## src/design/plce_defs.svh

```systemverilog
`ifndef PLCE_DEFS_SVH
`define PLCE_DEFS_SVH

// Data FIFO shape
`define PLCE_FIFO_WIDTH 1
`define PLCE_FIFO_DEPTH 32

// Symbol delay line length, longest substitution
`define PLCE_WIN 8

// Zero-run lengths that trigger a substitution
`define PLCE_RUN_HDB3 4'h4
`define PLCE_RUN_B3ZS 4'h3
`define PLCE_RUN_B6ZS 4'h6
`define PLCE_RUN_B8ZS 4'h8
`define PLCE_RUN_NONE 4'h0

// Half-bit pair for a zero in two-level mode
`define PLCE_CMI_ZERO 2'h1

// Symbols the decoder swallows before its output is valid
`define PLCE_FILL 4'h8

`endif

```

## src/design/plce_pkg.sv

```systemverilog
`include "plce_defs.svh"

package plce_pkg;

  // Line code selection
  typedef enum logic [2:0] {
    MODE_AMI,
    MODE_HDB3,
    MODE_B3ZS,
    MODE_B6ZS,
    MODE_B8ZS,
    MODE_CMI
  } plce_mode_t;

  // Kind of symbol held in the encoder delay line
  typedef enum logic [2:0] {
    SYM_ZERO,
    SYM_ONE,
    SYM_SZ,
    SYM_B,
    SYM_V
  } plce_kind_t;

  // Zero-run length that a mode replaces, zero for none
  function automatic logic [3:0] plce_run_len(plce_mode_t m);
    case (m)
      MODE_HDB3: return `PLCE_RUN_HDB3;
      MODE_B3ZS: return `PLCE_RUN_B3ZS;
      MODE_B6ZS: return `PLCE_RUN_B6ZS;
      MODE_B8ZS: return `PLCE_RUN_B8ZS;
      default:   return `PLCE_RUN_NONE;
    endcase
  endfunction : plce_run_len

endpackage : plce_pkg

```

## src/design/plce_sym_if.sv

```systemverilog
`timescale 1ns/1ps

// Received line symbols: ternary pair, half-bit pair and a strobe
interface plce_sym_if;
  logic       pos;
  logic       neg;
  logic [1:0] cmi;
  logic       valid;
  modport src (output pos, output neg, output cmi, output valid);
  modport snk (input pos, input neg, input cmi, input valid);
endinterface : plce_sym_if

```

## src/design/plce_fifo.sv

```systemverilog
`timescale 1ns/1ps

module plce_fifo #(
  parameter int WIDTH = 1,
  parameter int DEPTH = 32
) (
  input  wire logic             clock_i,
  input  wire logic             rst_n_i,
  input  wire logic [WIDTH-1:0] in_data_i,
  input  wire logic             in_valid_i,
  output logic                  in_ready_o,
  output logic      [WIDTH-1:0] out_data_o,
  output logic                  out_valid_o,
  input  wire logic             out_ready_i
);

  localparam int AW = $clog2(DEPTH);

  logic [WIDTH-1:0] mem_q [DEPTH];
  logic [AW-1:0]    wp_q;
  logic [AW-1:0]    rp_q;
  logic [AW:0]      cnt_q;
  logic [AW:0]      cnt_d;
  logic [AW:0]      occ_d;
  logic             ov_d;
  logic             wr;
  logic             rd;

  // Read refills the output register when it is empty or taken
  assign wr    = in_valid_i && in_ready_o;
  assign rd    = (cnt_q != '0) && (!out_valid_o || out_ready_i);
  assign cnt_d = cnt_q + (AW+1)'(wr) - (AW+1)'(rd);
  assign ov_d  = rd || (out_valid_o && !out_ready_i);
  assign occ_d = cnt_d + (AW+1)'(ov_d); // Output register counts toward depth

  // Storage
  always_ff @(posedge clock_i) begin
    if (wr) begin
      mem_q[wp_q] <= in_data_i;
    end
  end

  // Pointers, fill count and registered ready
  always_ff @(posedge clock_i or negedge rst_n_i) begin
    if (!rst_n_i) begin
      wp_q       <= '0;
      rp_q       <= '0;
      cnt_q      <= '0;
      in_ready_o <= 1'b1;
    end else begin
      wp_q       <= wp_q + AW'(wr);
      rp_q       <= rp_q + AW'(rd);
      cnt_q      <= cnt_d;
      in_ready_o <= (occ_d != (AW+1)'(DEPTH));
    end
  end

  // Output register
  always_ff @(posedge clock_i or negedge rst_n_i) begin
    if (!rst_n_i) begin
      out_data_o  <= '0;
      out_valid_o <= 1'b0;
    end else if (rd) begin
      out_data_o  <= mem_q[rp_q];
      out_valid_o <= 1'b1;
    end else if (out_ready_i) begin
      out_valid_o <= 1'b0;
    end
  end

  a_fifo_no_over: assert property (@(posedge clock_i) disable iff (!rst_n_i)
    cnt_q + (AW+1)'(out_valid_o) == (AW+1)'(DEPTH) |-> !in_ready_o)
    else $error("fifo accepts data while full");

endmodule : plce_fifo

```

## src/design/plce_decoder.sv

```systemverilog
`timescale 1ns/1ps
`include "plce_defs.svh"

module plce_decoder
  import plce_pkg::*;
(
  input  wire logic       clock_i,
  input  wire logic       rst_n_i,
  input  wire plce_mode_t mode_i,
  plce_sym_if.snk         sym,
  output logic            bit_o,
  output logic            bit_valid_o,
  output logic            viol_o
);

  logic [`PLCE_WIN-1:0] p_q;
  logic [`PLCE_WIN-1:0] v_q;
  logic [`PLCE_WIN-1:0] p_d;
  logic [`PLCE_WIN-1:0] v_d;
  logic [`PLCE_WIN-1:0] pc;
  logic [`PLCE_WIN-1:0] clr;
  logic                 lpol_q;
  logic                 seen_q;
  logic                 clvl_q;
  logic [3:0]           fill_q;
  logic                 one;
  logic                 newp;
  logic                 newv;

  // Classify the arriving symbol as a pulse and maybe a violation
  always_comb begin
    one = (sym.cmi == 2'h0) || (sym.cmi == 2'h3);
    if (mode_i == MODE_CMI) begin
      newp = one || (sym.cmi == 2'h2);
      newv = (sym.cmi == 2'h2) || (one && seen_q && sym.cmi[1] == clvl_q);
    end else begin
      newp = sym.pos || sym.neg;
      newv = newp && seen_q && (sym.pos == lpol_q);
    end
  end

  // Shift in, then wipe a recognised substitution back to zeros
  always_comb begin
    p_d = {p_q[`PLCE_WIN-2:0], newp};
    v_d = {v_q[`PLCE_WIN-2:0], newv};
    pc  = p_d & ~v_d;
    clr = '0;
    case (mode_i)
      MODE_HDB3: if (v_d[0] && !p_d[1] && !p_d[2] && !v_d[3]) clr = 8'h0F;
      MODE_B3ZS: if (v_d[0] && !p_d[1] && !v_d[2]) clr = 8'h07;
      MODE_B6ZS: if (pc[0] && v_d[1] && !p_d[2] && pc[3] && v_d[4] && !p_d[5]) begin
        clr = 8'h3F;
      end
      MODE_B8ZS: if (pc[0] && v_d[1] && !p_d[2] && pc[3] && v_d[4]
                     && p_d[7:5] == 3'h0) begin
        clr = 8'hFF;
      end
      default: clr = '0;
    endcase
    p_d = p_d & ~clr;
    v_d = v_d & ~clr;
  end

  // Delay line and polarity tracking
  always_ff @(posedge clock_i or negedge rst_n_i) begin
    if (!rst_n_i) begin
      p_q    <= '0;
      v_q    <= '0;
      lpol_q <= 1'b0;
      seen_q <= 1'b0;
      clvl_q <= 1'b0;
    end else if (sym.valid) begin
      p_q <= p_d;
      v_q <= v_d;
      if (sym.pos || sym.neg) begin
        lpol_q <= sym.pos;
      end
      if (newp) begin
        seen_q <= 1'b1;
      end
      if (one) begin
        clvl_q <= sym.cmi[1];
      end
    end
  end

  // Decoded bit leaves the oldest slot; leftover violations are flagged
  always_ff @(posedge clock_i or negedge rst_n_i) begin
    if (!rst_n_i) begin
      bit_o       <= 1'b0;
      bit_valid_o <= 1'b0;
      viol_o      <= 1'b0;
      fill_q      <= '0;
    end else begin
      bit_valid_o <= sym.valid && (fill_q == `PLCE_FILL);
      if (sym.valid) begin
        bit_o  <= p_q[`PLCE_WIN-1];
        viol_o <= v_q[`PLCE_WIN-1] && (fill_q == `PLCE_FILL);
        if (fill_q != `PLCE_FILL) begin
          fill_q <= fill_q + 4'h1;
        end
      end
    end
  end

  a_dec_viol_pulse: assert property (@(posedge clock_i) disable iff (!rst_n_i)
    $rose(viol_o) |-> bit_o && $past(sym.valid))
    else $error("violation flagged on a zero bit");

endmodule : plce_decoder

```

## src/design/plce_encoder.sv

```systemverilog
`timescale 1ns/1ps
`include "plce_defs.svh"

// How it works
// AMI: ones become pulses of alternating polarity, zeros become no pulse.
// Inserted B follows alternation; inserted V repeats the previous pulse polarity.
// HDB3: each run of four zeros becomes 000V or B00V.
// HDB3: pick pattern so an odd count of B/marks separates violations.
// B3ZS: each run of three zeros becomes 00V or B0V.
// B3ZS: pick pattern so an odd count of B/marks separates violations.
// B6ZS: each run of six zeros becomes 0VB0VB.
// B8ZS: each run of eight zeros becomes 000VB0VB.
// CMI: a one holds one level all bit, alternating between successive ones.
// CMI: a zero is low then high, rising at mid-bit.
// CMI uses two levels; the AMI family uses positive, negative and zero.
// Mode input selects among six codes; decoder undoes substitutions, flags stray violations.
// CMI output is a half-bit pair per bit clock.
module plce_encoder
  import plce_pkg::*;
(
  input  wire logic       clock_i,
  input  wire logic       rst_n_i,
  input  wire plce_mode_t mode_i,
  input  wire logic       tx_bit_i,
  input  wire logic       tx_valid_i,
  output logic            tx_ready_o,
  input  wire logic       line_ready_i,
  output logic            line_pos_o,
  output logic            line_neg_o,
  output logic [1:0]      line_cmi_o,
  output logic            line_valid_o,
  input  wire logic       rx_pos_i,
  input  wire logic       rx_neg_i,
  input  wire logic [1:0] rx_cmi_i,
  input  wire logic       rx_valid_i,
  output logic            rx_bit_o,
  output logic            rx_bit_valid_o,
  output logic            rx_viol_o
);

  logic [`PLCE_FIFO_WIDTH-1:0] f_data;
  logic                        f_valid;
  logic                        adv;
  plce_kind_t                  in_k;
  plce_kind_t                  emit_k;
  plce_kind_t                  slot_q [`PLCE_WIN];
  plce_kind_t                  slot_d [`PLCE_WIN];
  logic [3:0]                  run_n;
  logic [2:0]                  oi;
  logic                        odd;
  logic                        sub;
  logic                        last_pol_q;
  logic                        par_q;
  logic                        lvl_q;
  logic                        lvl_d;
  logic                        pulse;
  logic                        pol;

  plce_sym_if rx_sym ();

  // Substitution symbol at pattern position p, p zero sent first
  function automatic plce_kind_t sub_pat(plce_mode_t m, logic [2:0] p, logic odd_i);
    plce_kind_t k;
    k = SYM_SZ;
    case (m)
      MODE_HDB3: begin
        if (p == 3'h3) k = SYM_V;
        else if (p == 3'h0 && !odd_i) k = SYM_B;
      end
      MODE_B3ZS: begin
        if (p == 3'h2) k = SYM_V;
        else if (p == 3'h0 && !odd_i) k = SYM_B;
      end
      MODE_B6ZS: begin
        if (p == 3'h1 || p == 3'h4) k = SYM_V;
        else if (p == 3'h2 || p == 3'h5) k = SYM_B;
      end
      MODE_B8ZS: begin
        if (p == 3'h3 || p == 3'h6) k = SYM_V;
        else if (p == 3'h4 || p == 3'h7) k = SYM_B;
      end
      default: k = SYM_SZ;
    endcase
    return k;
  endfunction : sub_pat

  // Bit buffer between framer and line; line back-pressure fills it
  plce_fifo #(
    .WIDTH(`PLCE_FIFO_WIDTH),
    .DEPTH(`PLCE_FIFO_DEPTH)
  ) u_fifo (
    .clock_i    (clock_i),
    .rst_n_i    (rst_n_i),
    .in_data_i  (tx_bit_i),
    .in_valid_i (tx_valid_i),
    .in_ready_o (tx_ready_o),
    .out_data_o (f_data),
    .out_valid_o(f_valid),
    .out_ready_i(line_ready_i)
  );

  // One symbol per clock while the line takes it; underrun sends zeros
  assign adv   = line_ready_i;
  assign in_k  = (f_valid && f_data[0]) ? SYM_ONE : SYM_ZERO;
  assign run_n = plce_run_len(mode_i);
  assign oi    = (run_n == 4'h0) ? 3'h0 : 3'(run_n - 4'h1);

  // The symbol leaving the window now, and the mark parity it completes; a V restarts it
  assign emit_k = slot_q[oi];
  assign odd    = (emit_k == SYM_V) ? 1'b0
                : par_q ^ (emit_k == SYM_ONE || emit_k == SYM_B);

  // Next window: shift, and replace a full run of data zeros
  always_comb begin
    slot_d[0] = in_k;
    for (int i = 1; i < `PLCE_WIN; i++) begin
      slot_d[i] = slot_q[i-1];
    end
    sub = (run_n != 4'h0);
    for (int i = 0; i < `PLCE_WIN; i++) begin
      if (4'(i) < run_n && slot_d[i] != SYM_ZERO) begin
        sub = 1'b0;
      end
    end
    for (int i = 0; i < `PLCE_WIN; i++) begin
      if (sub && 4'(i) < run_n) begin
        slot_d[i] = sub_pat(mode_i, 3'(run_n - 4'(i) - 4'h1), odd);
      end
    end
  end

  // Symbol delay line; reset fill is filler zeros that never start a run
  for (genvar g = 0; g < `PLCE_WIN; g++) begin : g_slot
    always_ff @(posedge clock_i or negedge rst_n_i) begin
      if (!rst_n_i) begin
        slot_q[g] <= SYM_SZ;
      end else if (adv) begin
        slot_q[g] <= slot_d[g];
      end
    end
  end

  // Polarity of the emitted pulse: marks and B flip, V repeats
  always_comb begin
    pulse = (emit_k == SYM_ONE) || (emit_k == SYM_B) || (emit_k == SYM_V);
    pol   = (emit_k == SYM_V) ? last_pol_q : !last_pol_q;
    lvl_d = !lvl_q;
  end

  // Last pulse polarity and mark parity since the last violation
  always_ff @(posedge clock_i or negedge rst_n_i) begin
    if (!rst_n_i) begin
      last_pol_q <= 1'b0;
      par_q      <= 1'b0;
    end else if (adv) begin
      case (emit_k)
        SYM_ONE, SYM_B: begin
          last_pol_q <= !last_pol_q;
          par_q      <= !par_q;
        end
        SYM_V: par_q <= 1'b0;
        default: par_q <= par_q;
      endcase
    end
  end

  // Ternary line outputs, quiet in two-level mode
  always_ff @(posedge clock_i or negedge rst_n_i) begin
    if (!rst_n_i) begin
      line_pos_o <= 1'b0;
      line_neg_o <= 1'b0;
    end else if (adv) begin
      line_pos_o <= (mode_i != MODE_CMI) && pulse && pol;
      line_neg_o <= (mode_i != MODE_CMI) && pulse && !pol;
    end
  end

  // Two-level half-bit pair, first half in bit 1
  always_ff @(posedge clock_i or negedge rst_n_i) begin
    if (!rst_n_i) begin
      line_cmi_o <= 2'h0;
      lvl_q      <= 1'b0;
    end else if (adv) begin
      if (mode_i != MODE_CMI) begin
        line_cmi_o <= 2'h0;
      end else if (emit_k == SYM_ONE) begin
        line_cmi_o <= {lvl_d, lvl_d};
        lvl_q      <= lvl_d;
      end else begin
        line_cmi_o <= `PLCE_CMI_ZERO;
      end
    end
  end

  // Symbol strobe toward the line
  always_ff @(posedge clock_i or negedge rst_n_i) begin
    if (!rst_n_i) begin
      line_valid_o <= 1'b0;
    end else begin
      line_valid_o <= adv;
    end
  end

  // Receive path carried to the decoder
  assign rx_sym.pos   = rx_pos_i;
  assign rx_sym.neg   = rx_neg_i;
  assign rx_sym.cmi   = rx_cmi_i;
  assign rx_sym.valid = rx_valid_i;

  plce_decoder u_dec (
    .clock_i    (clock_i),
    .rst_n_i    (rst_n_i),
    .mode_i     (mode_i),
    .sym        (rx_sym.snk),
    .bit_o      (rx_bit_o),
    .bit_valid_o(rx_bit_valid_o),
    .viol_o     (rx_viol_o)
  );

  // Checking helpers: data zero run, last pulse and last violation polarity
  logic [3:0] zrun_q;
  logic       ppol_q;
  logic       pseen_q;
  logic       vpol_q;
  logic       vseen_q;

  always_ff @(posedge clock_i or negedge rst_n_i) begin
    if (!rst_n_i) begin
      zrun_q  <= 4'h0;
      ppol_q  <= 1'b0;
      pseen_q <= 1'b0;
      vpol_q  <= 1'b0;
      vseen_q <= 1'b0;
    end else begin
      if (adv) begin
        if (emit_k != SYM_ZERO) zrun_q <= 4'h0;
        else if (zrun_q != 4'hF) zrun_q <= zrun_q + 4'h1;
        if (emit_k == SYM_V) begin
          vpol_q  <= last_pol_q;
          vseen_q <= 1'b1;
        end
      end
      if (line_valid_o && (line_pos_o || line_neg_o)) begin
        ppol_q  <= line_pos_o;
        pseen_q <= 1'b1;
      end
    end
  end

  a_three_level: assert property (@(posedge clock_i) disable iff (!rst_n_i)
    !(line_pos_o && line_neg_o))
    else $error("both ternary rails active");

  a_cmi_two_level: assert property (@(posedge clock_i) disable iff (!rst_n_i)
    line_valid_o && mode_i == MODE_CMI && $past(mode_i) == MODE_CMI
      |-> !line_pos_o && !line_neg_o)
    else $error("ternary rail active in two-level mode");

  a_cmi_zero_mid: assert property (@(posedge clock_i) disable iff (!rst_n_i)
    adv && mode_i == MODE_CMI && emit_k == SYM_ZERO |=> line_cmi_o == 2'h1)
    else $error("zero not sent low then high");

  a_cmi_one_alt: assert property (@(posedge clock_i) disable iff (!rst_n_i)
    adv && mode_i == MODE_CMI && emit_k == SYM_ONE
      |=> line_cmi_o[1] == line_cmi_o[0] && line_cmi_o[1] != $past(lvl_q))
    else $error("one level not alternating");

  a_ami_alternate: assert property (@(posedge clock_i) disable iff (!rst_n_i)
    mode_i == MODE_AMI && pseen_q && line_valid_o && (line_pos_o || line_neg_o)
      |-> line_pos_o != ppol_q)
    else $error("marks do not alternate");

  a_viol_same_pol: assert property (@(posedge clock_i) disable iff (!rst_n_i)
    adv && emit_k == SYM_V && mode_i != MODE_CMI
      |=> line_pos_o == $past(last_pol_q) && (line_pos_o || line_neg_o))
    else $error("violation polarity not repeated");

  a_viol_alternate: assert property (@(posedge clock_i) disable iff (!rst_n_i)
    adv && emit_k == SYM_V && vseen_q && (mode_i == MODE_HDB3 || mode_i == MODE_B3ZS)
      |-> last_pol_q != vpol_q)
    else $error("successive violations share polarity");

  a_zero_run_bound: assert property (@(posedge clock_i) disable iff (!rst_n_i)
    run_n != 4'h0 |-> zrun_q < run_n)
    else $error("unsubstituted zero run too long");

endmodule : plce_encoder

```

## config.mk

```make
export PLATFORM = sky130hd
export DESIGN_NAME = plce_encoder
export DESIGN_NICKNAME = d
export VERILOG_FILES = /design/src/design/plce_pkg.sv /design/src/design/plce_sym_if.sv /design/src/design/plce_fifo.sv /design/src/design/plce_decoder.sv /design/src/design/plce_encoder.sv
export VERILOG_INCLUDE_DIRS = /design/src /design/src/design
export SDC_FILE = /design/constraint.sdc
export NUM_CORES = 1
export LEC_CHECK = 0
export BUFFER_PORTS_ARGS = -buffer_cell sky130_fd_sc_hd__buf_2
export CORE_ASPECT_RATIO = 1.5
export CORE_UTILIZATION = 45
export DETAILED_ROUTE_END_ITERATION = 6
export GPL_TIMING_DRIVEN = 0
export PLACE_DENSITY = 0.73
export SLEW_MARGIN = 20
export SYNTH_ARGS = -nofsm -noshare
export SYNTH_HDL_FRONTEND = slang
export SYNTH_SLANG_ARGS = --single-unit
```

## constraint.sdc

```tcl
create_clock -name clock_i -period 8.8 [get_ports clock_i]
set_input_delay 1.32 -clock clock_i [delete_from_list [all_inputs] [get_ports clock_i]]
set_output_delay 1.32 -clock clock_i [all_outputs]
set_load 0.05 [all_outputs]
```

==> results.txt, run 1 <==
CP max-delay cell: fa_1
Max-cap violations: 0
met2 Use GR: 35.2%
Hold Path Depth: 1
synthesized flop and latch total: 109
post-cts hold buffer count: 0
Via density: 5.66
crit path DAT: 4.04 ns
layout cell share with drive strength beyond 1: 18.4%
Die H: 140 µm
clock-pin slew on the worst setup and hold paths: 0.08 ns
CP bufs+invs: 4
final setup margin: 5.03 ns
GRT busiest layer: met2
Routed Antenna Nets: 0
Main synth FF type: dfrtp_1
P_leak: 2.58 nW
number of cells on the critical path: 12
largest family of logic cells by synthesized area: simple AND/OR/NAND/NOR gates
switching power: 0.639 mW
total power: 1.79 mW
gr usage total: 20.1%
status: finished, final reports clean
RSZ-0062 raised after global routing: false
Clk pwr share: 23.4%
Remaining Overflow, GRT: 0
Pwr per Cell Area: 283 nW/µm²
fillers: 1097
Sw Share: 35.7%
met3 Resource Use GR: 4.13%
DP Worst Slack: 4.69 ns
CP Cell Sequence: buf_2, inv_1, a21oi_1, ha_1, inv_1, ha_1, fa_1, ha_1, inv_1, xnor2_1, or3_1, a221o_1
area leader, netlist: dfrtp_1
Worst Setup Start Kind: primary input
headroom to the max-slew limit: 59.2%
GP Congestion: 0.918
clk root buf: clkbuf_16
Fin Setup TNS: 0 ns
crit end category: flip-flop
P_int: 1.15 mW
initial antenna violation count: 0
Std-Cell Core Area: 12400 µm²
# diodes: 0
Critical Path RT: 9.07 ns
post-CTS setup buffers: 0
met1 Use GR: 23.3%
Worst VDD drop: 0.169 mV
async set-reset flop share out of synthesis: 70.6%
max incr delay on CP: 0.49 ns
vias in the first global route: 4197
detailed placer's ending HPWL: 8620 µm
hold path startpoint: u_dec.fill_q[3]$_DFFE_PN0P_
ranking of synthesized cells by area: dfrtp_1 30%, edfxtp_1 17%, ha_1 5.3%
largest delay contributor family on the critical path: adder cells
Slew @ Worst Pin: 0.612 ns
Top Ports: 22
clock tree buffer depth: 2
final instance area: 6330 µm²
DP Area: 6030 µm²
Worst Skew: 0.0108 ns
Post-Syn Nets: 540
Critical Path Source: line_ready_i
combinational share of power: 35.7%
most frequent cells after synthesis: 71 x nor2_1, 68 x dfrtp_1, 32 x edfxtp_1
Die W: 94.0 µm
Final Net Count: 570
Reg power frac: 40.9%
Yosys Warn Count: 0
Placed Instances: 677
Synth Area in Adders: 5.60%
WL/cell: 17.3 µm
final WL: 12000 µm
mean post-synth cell area: 11.4 µm²
Post-synth EDFFs: 32
final count of pins violating max slew: 0
# port buffers: 18
setup violators final: 0
min Tclk post-route: 3.77 ns
area grow syn2layout: 10.8%
Period Utilization, post-route: 42.8%
Synth Area in XOR/XNOR: 3.04%
CP Max Fanout: 7
die area: 13200 µm²
post-layout util: 50.9%
Simple-Gate Fraction of Synth Area: 15.0%
TritonCTS Sinks: 109
most instantiated library cell after synthesis: nor2_1
FF-to-FF path depth: 13
Synth Cell Area: 5720 µm²
Cell Count, Final, Fillers Out: 693
pin count of the biggest net entering global routing: 46
Residual DRC: 0
drt pass-1 iters: 5
Min Hold Slack: 0.473 ns
Min-Delay Path Class: flip-flop to flip-flop
Synth cell types: 72
CTS resizes: 0
Iter 0 DRT Violations: 176
Crit Path Category: primary input to flip-flop
sequential-to-total area share from yosys stat: 50.7%
CTS tree: done
worst reg2reg startpoint: u_fifo.cnt_q[3]$_DFF_PN0_
mux cell area share after synthesis: 7.55%
synthesized instance count: 502
initial core utilization: 45.9%
Synth top area share: 29.8%
first-pass GRT wire length: 20300 µm
Hold Violations, Final: 0
Compound-Gate Fraction of Synth Area: 13.4%
via count: 3925
clock buffer count from CTS: 9
Site Rows: 50
H-tree levels: 3
clk_lat worst skew: 0.35 ns
Max Clock Freq: 266 MHz
==> final timing paths <==
check	endpoint	slack (ns)
max in group asynchronous	slot_q[1]$_DFFE_PN1P_	7.18
min in group asynchronous	u_fifo.rp_q[2]$_DFF_PN0_	0.97
max	u_fifo.in_ready_o$_DFF_PN1_	5.03
max reg2reg	u_fifo.in_ready_o$_DFF_PN1_	5.54
min reg2reg	u_dec.fill_q[3]$_DFFE_PN0P_	0.47
min	u_dec.fill_q[3]$_DFFE_PN0P_	0.47
==> registers in the layout (all words and copies together) (netlist names), 2 cells and up <==
signal	cells
u_fifo.mem_q	32
slot_q	24
u_dec.p_q	8
u_dec.v_q	8
u_fifo.cnt_q	6
u_fifo.rp_q	5
u_fifo.wp_q	5
u_dec.fill_q	4
line_cmi_o	2
==> kinds of logic (layout without fill, tap and decap cells) <==
logic type / Yosys count / in the layout
simple gates: 157 / 157
compound gates: 110 / 110
flops: 109 / 109
buf+inv: 53 / 88
mux: 29 / 29
fa+ha+maj: 25 / 25
xor+xnor: 19 / 19
==> metal layers <==
layer  vias to the layer above  part of all wire [%]
li1                       1860                     -
met4                         0                   3.6
met2                        94                    53
met3                        28                   3.7
met1                      1943                    39
met5                         -                     0
==> cell usage in the layout (no fill, tap or decap), types with 5 or more instances in the layout <==
cell type	netlist	final
nand2_1	19	19
a22o_1	10	10
mux2i_1	6	6
xnor2_1	13	13
a31oi_1	5	5
nand2b_1	5	5
o2bb2ai_1	5	5
dfrtp_1	68	68
clkbuf_16	0	9
mux2_2	13	13
o21a_1	5	5
o21ai_0	20	20
buf_2	3	20
nor2b_1	5	5
clkbuf_1	14	14
edfxtp_1	32	32
nor2_1	71	71
a21oi_1	28	28
dfstp_2	9	9
xor2_1	5	5
mux4_2	10	10
inv_1	28	29
ha_1	24	24
nand3_1	12	12
o22ai_1	7	7
nand3b_1	5	5
==> power by group through the flow <==
stage          logic [mW]  registers (mW)  clock network, mW
6_report            0.640           0.732              0.419
5_1_grt             0.711           0.748              0.447
4_1_cts             0.644           0.732              0.427
3_5_place_dp        0.641           0.740                  0
3_3_place_gp        0.607           0.735                  0
2_1_floorplan       0.474           0.742                  0
==> layout make-up <==
cell class / count / area, µm² / area share [%]
Inverter: 29 / 109 / 1.72
Buffer: 24 / 160 / 2.53
Clock inverter: 7 / 82.6 / 1.30
Sequential cell: 109 / 2900 / 45.8
Multi-Input combinational cell: 340 / 2550 / 40.3
Timing Repair Buffer: 19 / 113 / 1.78
Clock buffer: 9 / 225 / 3.56
Tap cell: 156 / 195 / 3.08
==> worst register-to-register path, stage by stage (launching register included) <==
cell	delay [ns]
dfrtp_1	0.37
inv_1	0.07
ha_1	0.18
and4_1	0.19
a21oi_1	0.28
ha_1	0.29
inv_1	0.05
ha_1	0.19
fa_1	0.49
ha_1	0.26
inv_1	0.10
xnor2_1	0.08
or3_1	0.32
a221o_1	0.33
No activity file was read; power rests on OpenSTA's default activity.
==> run 2: changes to the inputs <==
- ABC_AREA: unset -> 1
- PLACE_DENSITY: 0.73 -> 0.75
- clock period: 8.8 -> 3.2 ns (I/O delays scaled with it)
==> results.txt, run 2 <==
status: finished, final reports clean (unchanged)
layout cell share with drive strength beyond 1: 12.2% (was 18.4%)
worst r2r dst: u_fifo.in_ready_o$_DFF_PN1_ (unchanged)
clock tree buffer depth: 2 (unchanged)
Sw Share: 39.2% (was 35.7%)
most frequent cells in the layout: 102 x nand2_1, 80 x nor2_1, 78 x inv_1 (was 71 x nor2_1, 68 x dfrtp_1, 32 x edfxtp_1)
initial core utilization: 46.5% (was 45.9%)
Via density: 5.36 (was 5.66)
Min-Delay Path Class: primary input to asynchronous set/reset pin (was flip-flop to flip-flop)
Site Rows: 49 (was 50)
Worst Setup Start Kind: flip-flop (was primary input)
Main synth FF type: dfrtp_1 (unchanged)
setup violators final: 0 (unchanged)
H-tree levels: 3 (unchanged)
CP Max Fanout: 4 (was 7)
initial antenna violation count: 0 (unchanged)
Reg power frac: 39.1% (was 40.9%)
final count of pins violating max slew: 0 (unchanged)
Fin Setup TNS: 0 ns (unchanged)
crit end category: flip-flop (unchanged)
gr usage total: 20.4% (was 20.1%)
Die W: 93.2 µm (was 94.0 µm)
Regs by FF count: u_fifo.mem_q x32, slot_q x24 (unchanged)
final setup margin: 0.312 ns (was 5.03 ns)
DRT met1 WL: 4930 µm (was 4710 µm)
ranking of synthesized cells by area: dfrtp_1 30%, edfxtp_1 17%, nand2_1 6.8% (was dfrtp_1 30%, edfxtp_1 17%, ha_1 5.3%)
Synth cell types: 41 (was 72)
mean post-synth cell area: 8.88 µm² (was 11.4 µm²)
Iter 0 DRT Violations: 237 (was 176)
GP Congestion: 0.936 (was 0.918)
RSZ-0062 raised after global routing: false (unchanged)
Pwr per Cell Area: 794 nW/µm² (was 283 nW/µm²)
vias in the first global route: 4494 (was 4197)
Clk pwr share: 23.9% (was 23.4%)
Final Net Count: 703 (was 570)
DP Worst Slack: 0.0424 ns (was 4.69 ns)
die area: 12900 µm² (was 13200 µm²)
crit path DAT: 3.17 ns (was 4.04 ns)
Hold Violations, Final: 0 (unchanged)
Remaining Overflow, GRT: 0 (unchanged)
Biggest register: u_fifo.mem_q (unchanged)
switching power: 1.95 mW (was 0.639 mW)
max reg flops: 32 (unchanged)
TritonCTS Sinks: 109 (unchanged)
# diodes: 0 (unchanged)
min Tclk post-route: 2.89 ns
Die H: 139 µm (was 140 µm)
Max Clock Freq: 346 MHz
async set-reset flop share out of synthesis: 70.6% (unchanged)
area leader, netlist: dfrtp_1 (unchanged)
FF-to-FF path depth: 14 (was 13)
worst reg2reg startpoint: u_fifo.cnt_q[3]$_DFF_PN0_ (unchanged)
clock-pin slew on the worst setup and hold paths: 0.08 ns (about the same)
top layer used by detailed routing: met4 (unchanged)
clk_lat worst skew: 0.35 ns (about the same)
most instantiated library cell after synthesis: nand2_1 (was nor2_1)
most frequent cells after synthesis: 102 x nand2_1, 80 x nor2_1, 78 x inv_1 (was 71 x nor2_1, 68 x dfrtp_1, 32 x edfxtp_1)
headroom to the max-slew limit: 62.6% (was 59.2%)
Critical Path Source: u_fifo.cnt_q[3]$_DFF_PN0_ (was line_ready_i)
area grow syn2layout: 11.7% (was 10.8%)
drt pass-1 iters: 4 (was 5)
Std-Cell Core Area: 12100 µm² (was 12400 µm²)
WL/cell: 15.1 µm (was 17.3 µm)
commonest non-fill, non-tap cell in the layout: nand2_1 (was nor2_1)
post-cts hold buffer count: 0 (unchanged)
Routed Antenna Nets: 0 (unchanged)
sequential-to-total area share from yosys stat: 51.7% (was 50.7%)
Post-synth EDFFs: 32 (unchanged)
clock buffer count from CTS: 9 (unchanged)
P_leak: 2.88 nW (was 2.58 nW)
synthesized flop and latch total: 109 (unchanged)
Slew @ Worst Pin: 0.562 ns (was 0.612 ns)
routed wire length on met2: 6780 µm (was 6400 µm)
Post-Syn Nets: 670 (was 540)
CTS tree: done (unchanged)
CP Capture Point: u_fifo.in_ready_o$_DFF_PN1_ (unchanged)
Period Utilization, post-route: 90.3%
first-pass GRT wire length: 20900 µm (was 20300 µm)
Synth Cell Area: 5610 µm² (was 5720 µm²)
Yosys Warn Count: 0 (unchanged)
clk root buf: clkbuf_16 (unchanged)
synthesized instance count: 632 (was 502)
pin count of the biggest net entering global routing: 52 (was 46)
Residual DRC: 0 (unchanged)
Worst Skew: 0.00812 ns (was 0.0108 ns)
DR WL met3: 323 µm (was 447 µm)
final WL: 12400 µm (was 12000 µm)
Max-cap violations: 0 (unchanged)
via count: 4408 (was 3925)
# port buffers: 21 (was 18)
Crit Path Category: flip-flop to flip-flop (was primary input to flip-flop)
combinational share of power: 37.1% (was 35.7%)
Synth top area share: 30.3% (was 29.8%)
Worst VDD drop: 0.492 mV (was 0.169 mV)
detailed placer's ending HPWL: 9220 µm (was 8620 µm)
Critical Path RT: 3.48 ns (was 9.07 ns)
Top Ports: 22 (unchanged)
R2R Setup Slk: 0.31 ns (was 5.54 ns)
P_int: 3.03 mW (was 1.15 mW)
run 2: cell types whose count changed after synthesis, sizes merged, moves of 10 or more:
cell / delta
a21oi: -16
inv: +55
mux2: -13
mux4: -10
nand2: +96
nand3: +41
nor2: +10
o21ai: +36
run 2: stage by stage:
step / instances / hold WS (ns) / power (mW) / cell area (µm²) / util (%)
floorplan: 632 / 0.184 / 3.31 / 5610 / -
global placement: 806 / 0.454 / 3.69 / 5910 / 48.9
detailed placement: 807 / 0.428 / 3.79 / 5940 / 49.2
CTS: 823 / 0.0528 / 4.98 / 6260 / 51.8
global route: 823 / 0.0639 / 5.36 / 6270 / 51.9
finish: 823 / 0.0405 / 4.98 / 6270 / 51.9
run 2: metal layers:
metal  vias up  GRT usage, %
met5         -             0
met4         0          9.23
met3        35          3.40
met2        82          37.0
met1      2120          23.0
li1       2171             -
run 2: worst max-delay path: stages (launching register included):
cell     delay, ns
dfrtp_1       0.39
inv_1         0.08
ha_1          0.14
nand4_1       0.11
o21ai_2       0.10
inv_1         0.09
ha_1          0.29
inv_1         0.04
ha_1          0.20
fa_1          0.43
xor2_2        0.25
nand3_1       0.16
a211o_1       0.32
a21oi_1       0.11
nand4_1       0.09
run 2: power groups by stage:
stage               combinational (mW)  sequential, mW  clock [mW]
global route                      2.11            1.98        1.26
floorplan                         1.32            1.99           0
detailed placement                1.82            1.97           0
finish                            1.85            1.94        1.19
global placement                  1.73            1.95           0
CTS                               1.83            1.94        1.21
run 2: kinds of logic (layout without fill, tap and decap cells):
family	after synthesis	count (layout)	share of synthesized area, %
and+or+nand+nor	266	266	21.1
DFF	109	109	51.7
xor gates and xnor gates	17	17	2.65
AOI/OAI and AO/OA	114	114	11.8
buffers and inverters	101	139	7.02
adders and majority gates	25	25	5.71
run 2: worst min-delay path by stage:
stage | from | end | slack, ns | cells after the start
after floorplan | rst_n_i | last_pol_q$_DFFE_PN0P_ | 0.18 | 0
after global placement | lvl_q$_DFFE_PN0P_ | lvl_q$_DFFE_PN0P_ | 0.45 | 1
after detailed placement | rst_n_i | slot_q[3]$_DFFE_PN0P_ | 0.43 | 1
after CTS | rst_n_i | line_valid_o$_DFF_PN0_ | 0.05 | 1
after global routing | rst_n_i | line_valid_o$_DFF_PN0_ | 0.06 | 1
final | rst_n_i | line_valid_o$_DFF_PN0_ | 0.04 | 1
run 2: repair_timing:
item	in CTS	in global routing
endpoints found under the setup margin	0	1
setup buffers	0	0
resized for setup	0	3
run 2: final cells by class:
cell class	instances	area, µm²
inverters	84	315
repair buffers	22	135
plain buffers	17	78.8
flip-flops and latches	109	2900
clock buffers	9	225
clock inverters	7	92.6
well taps	153	191
fillers	1102	5810
multi-input cells	422	2330
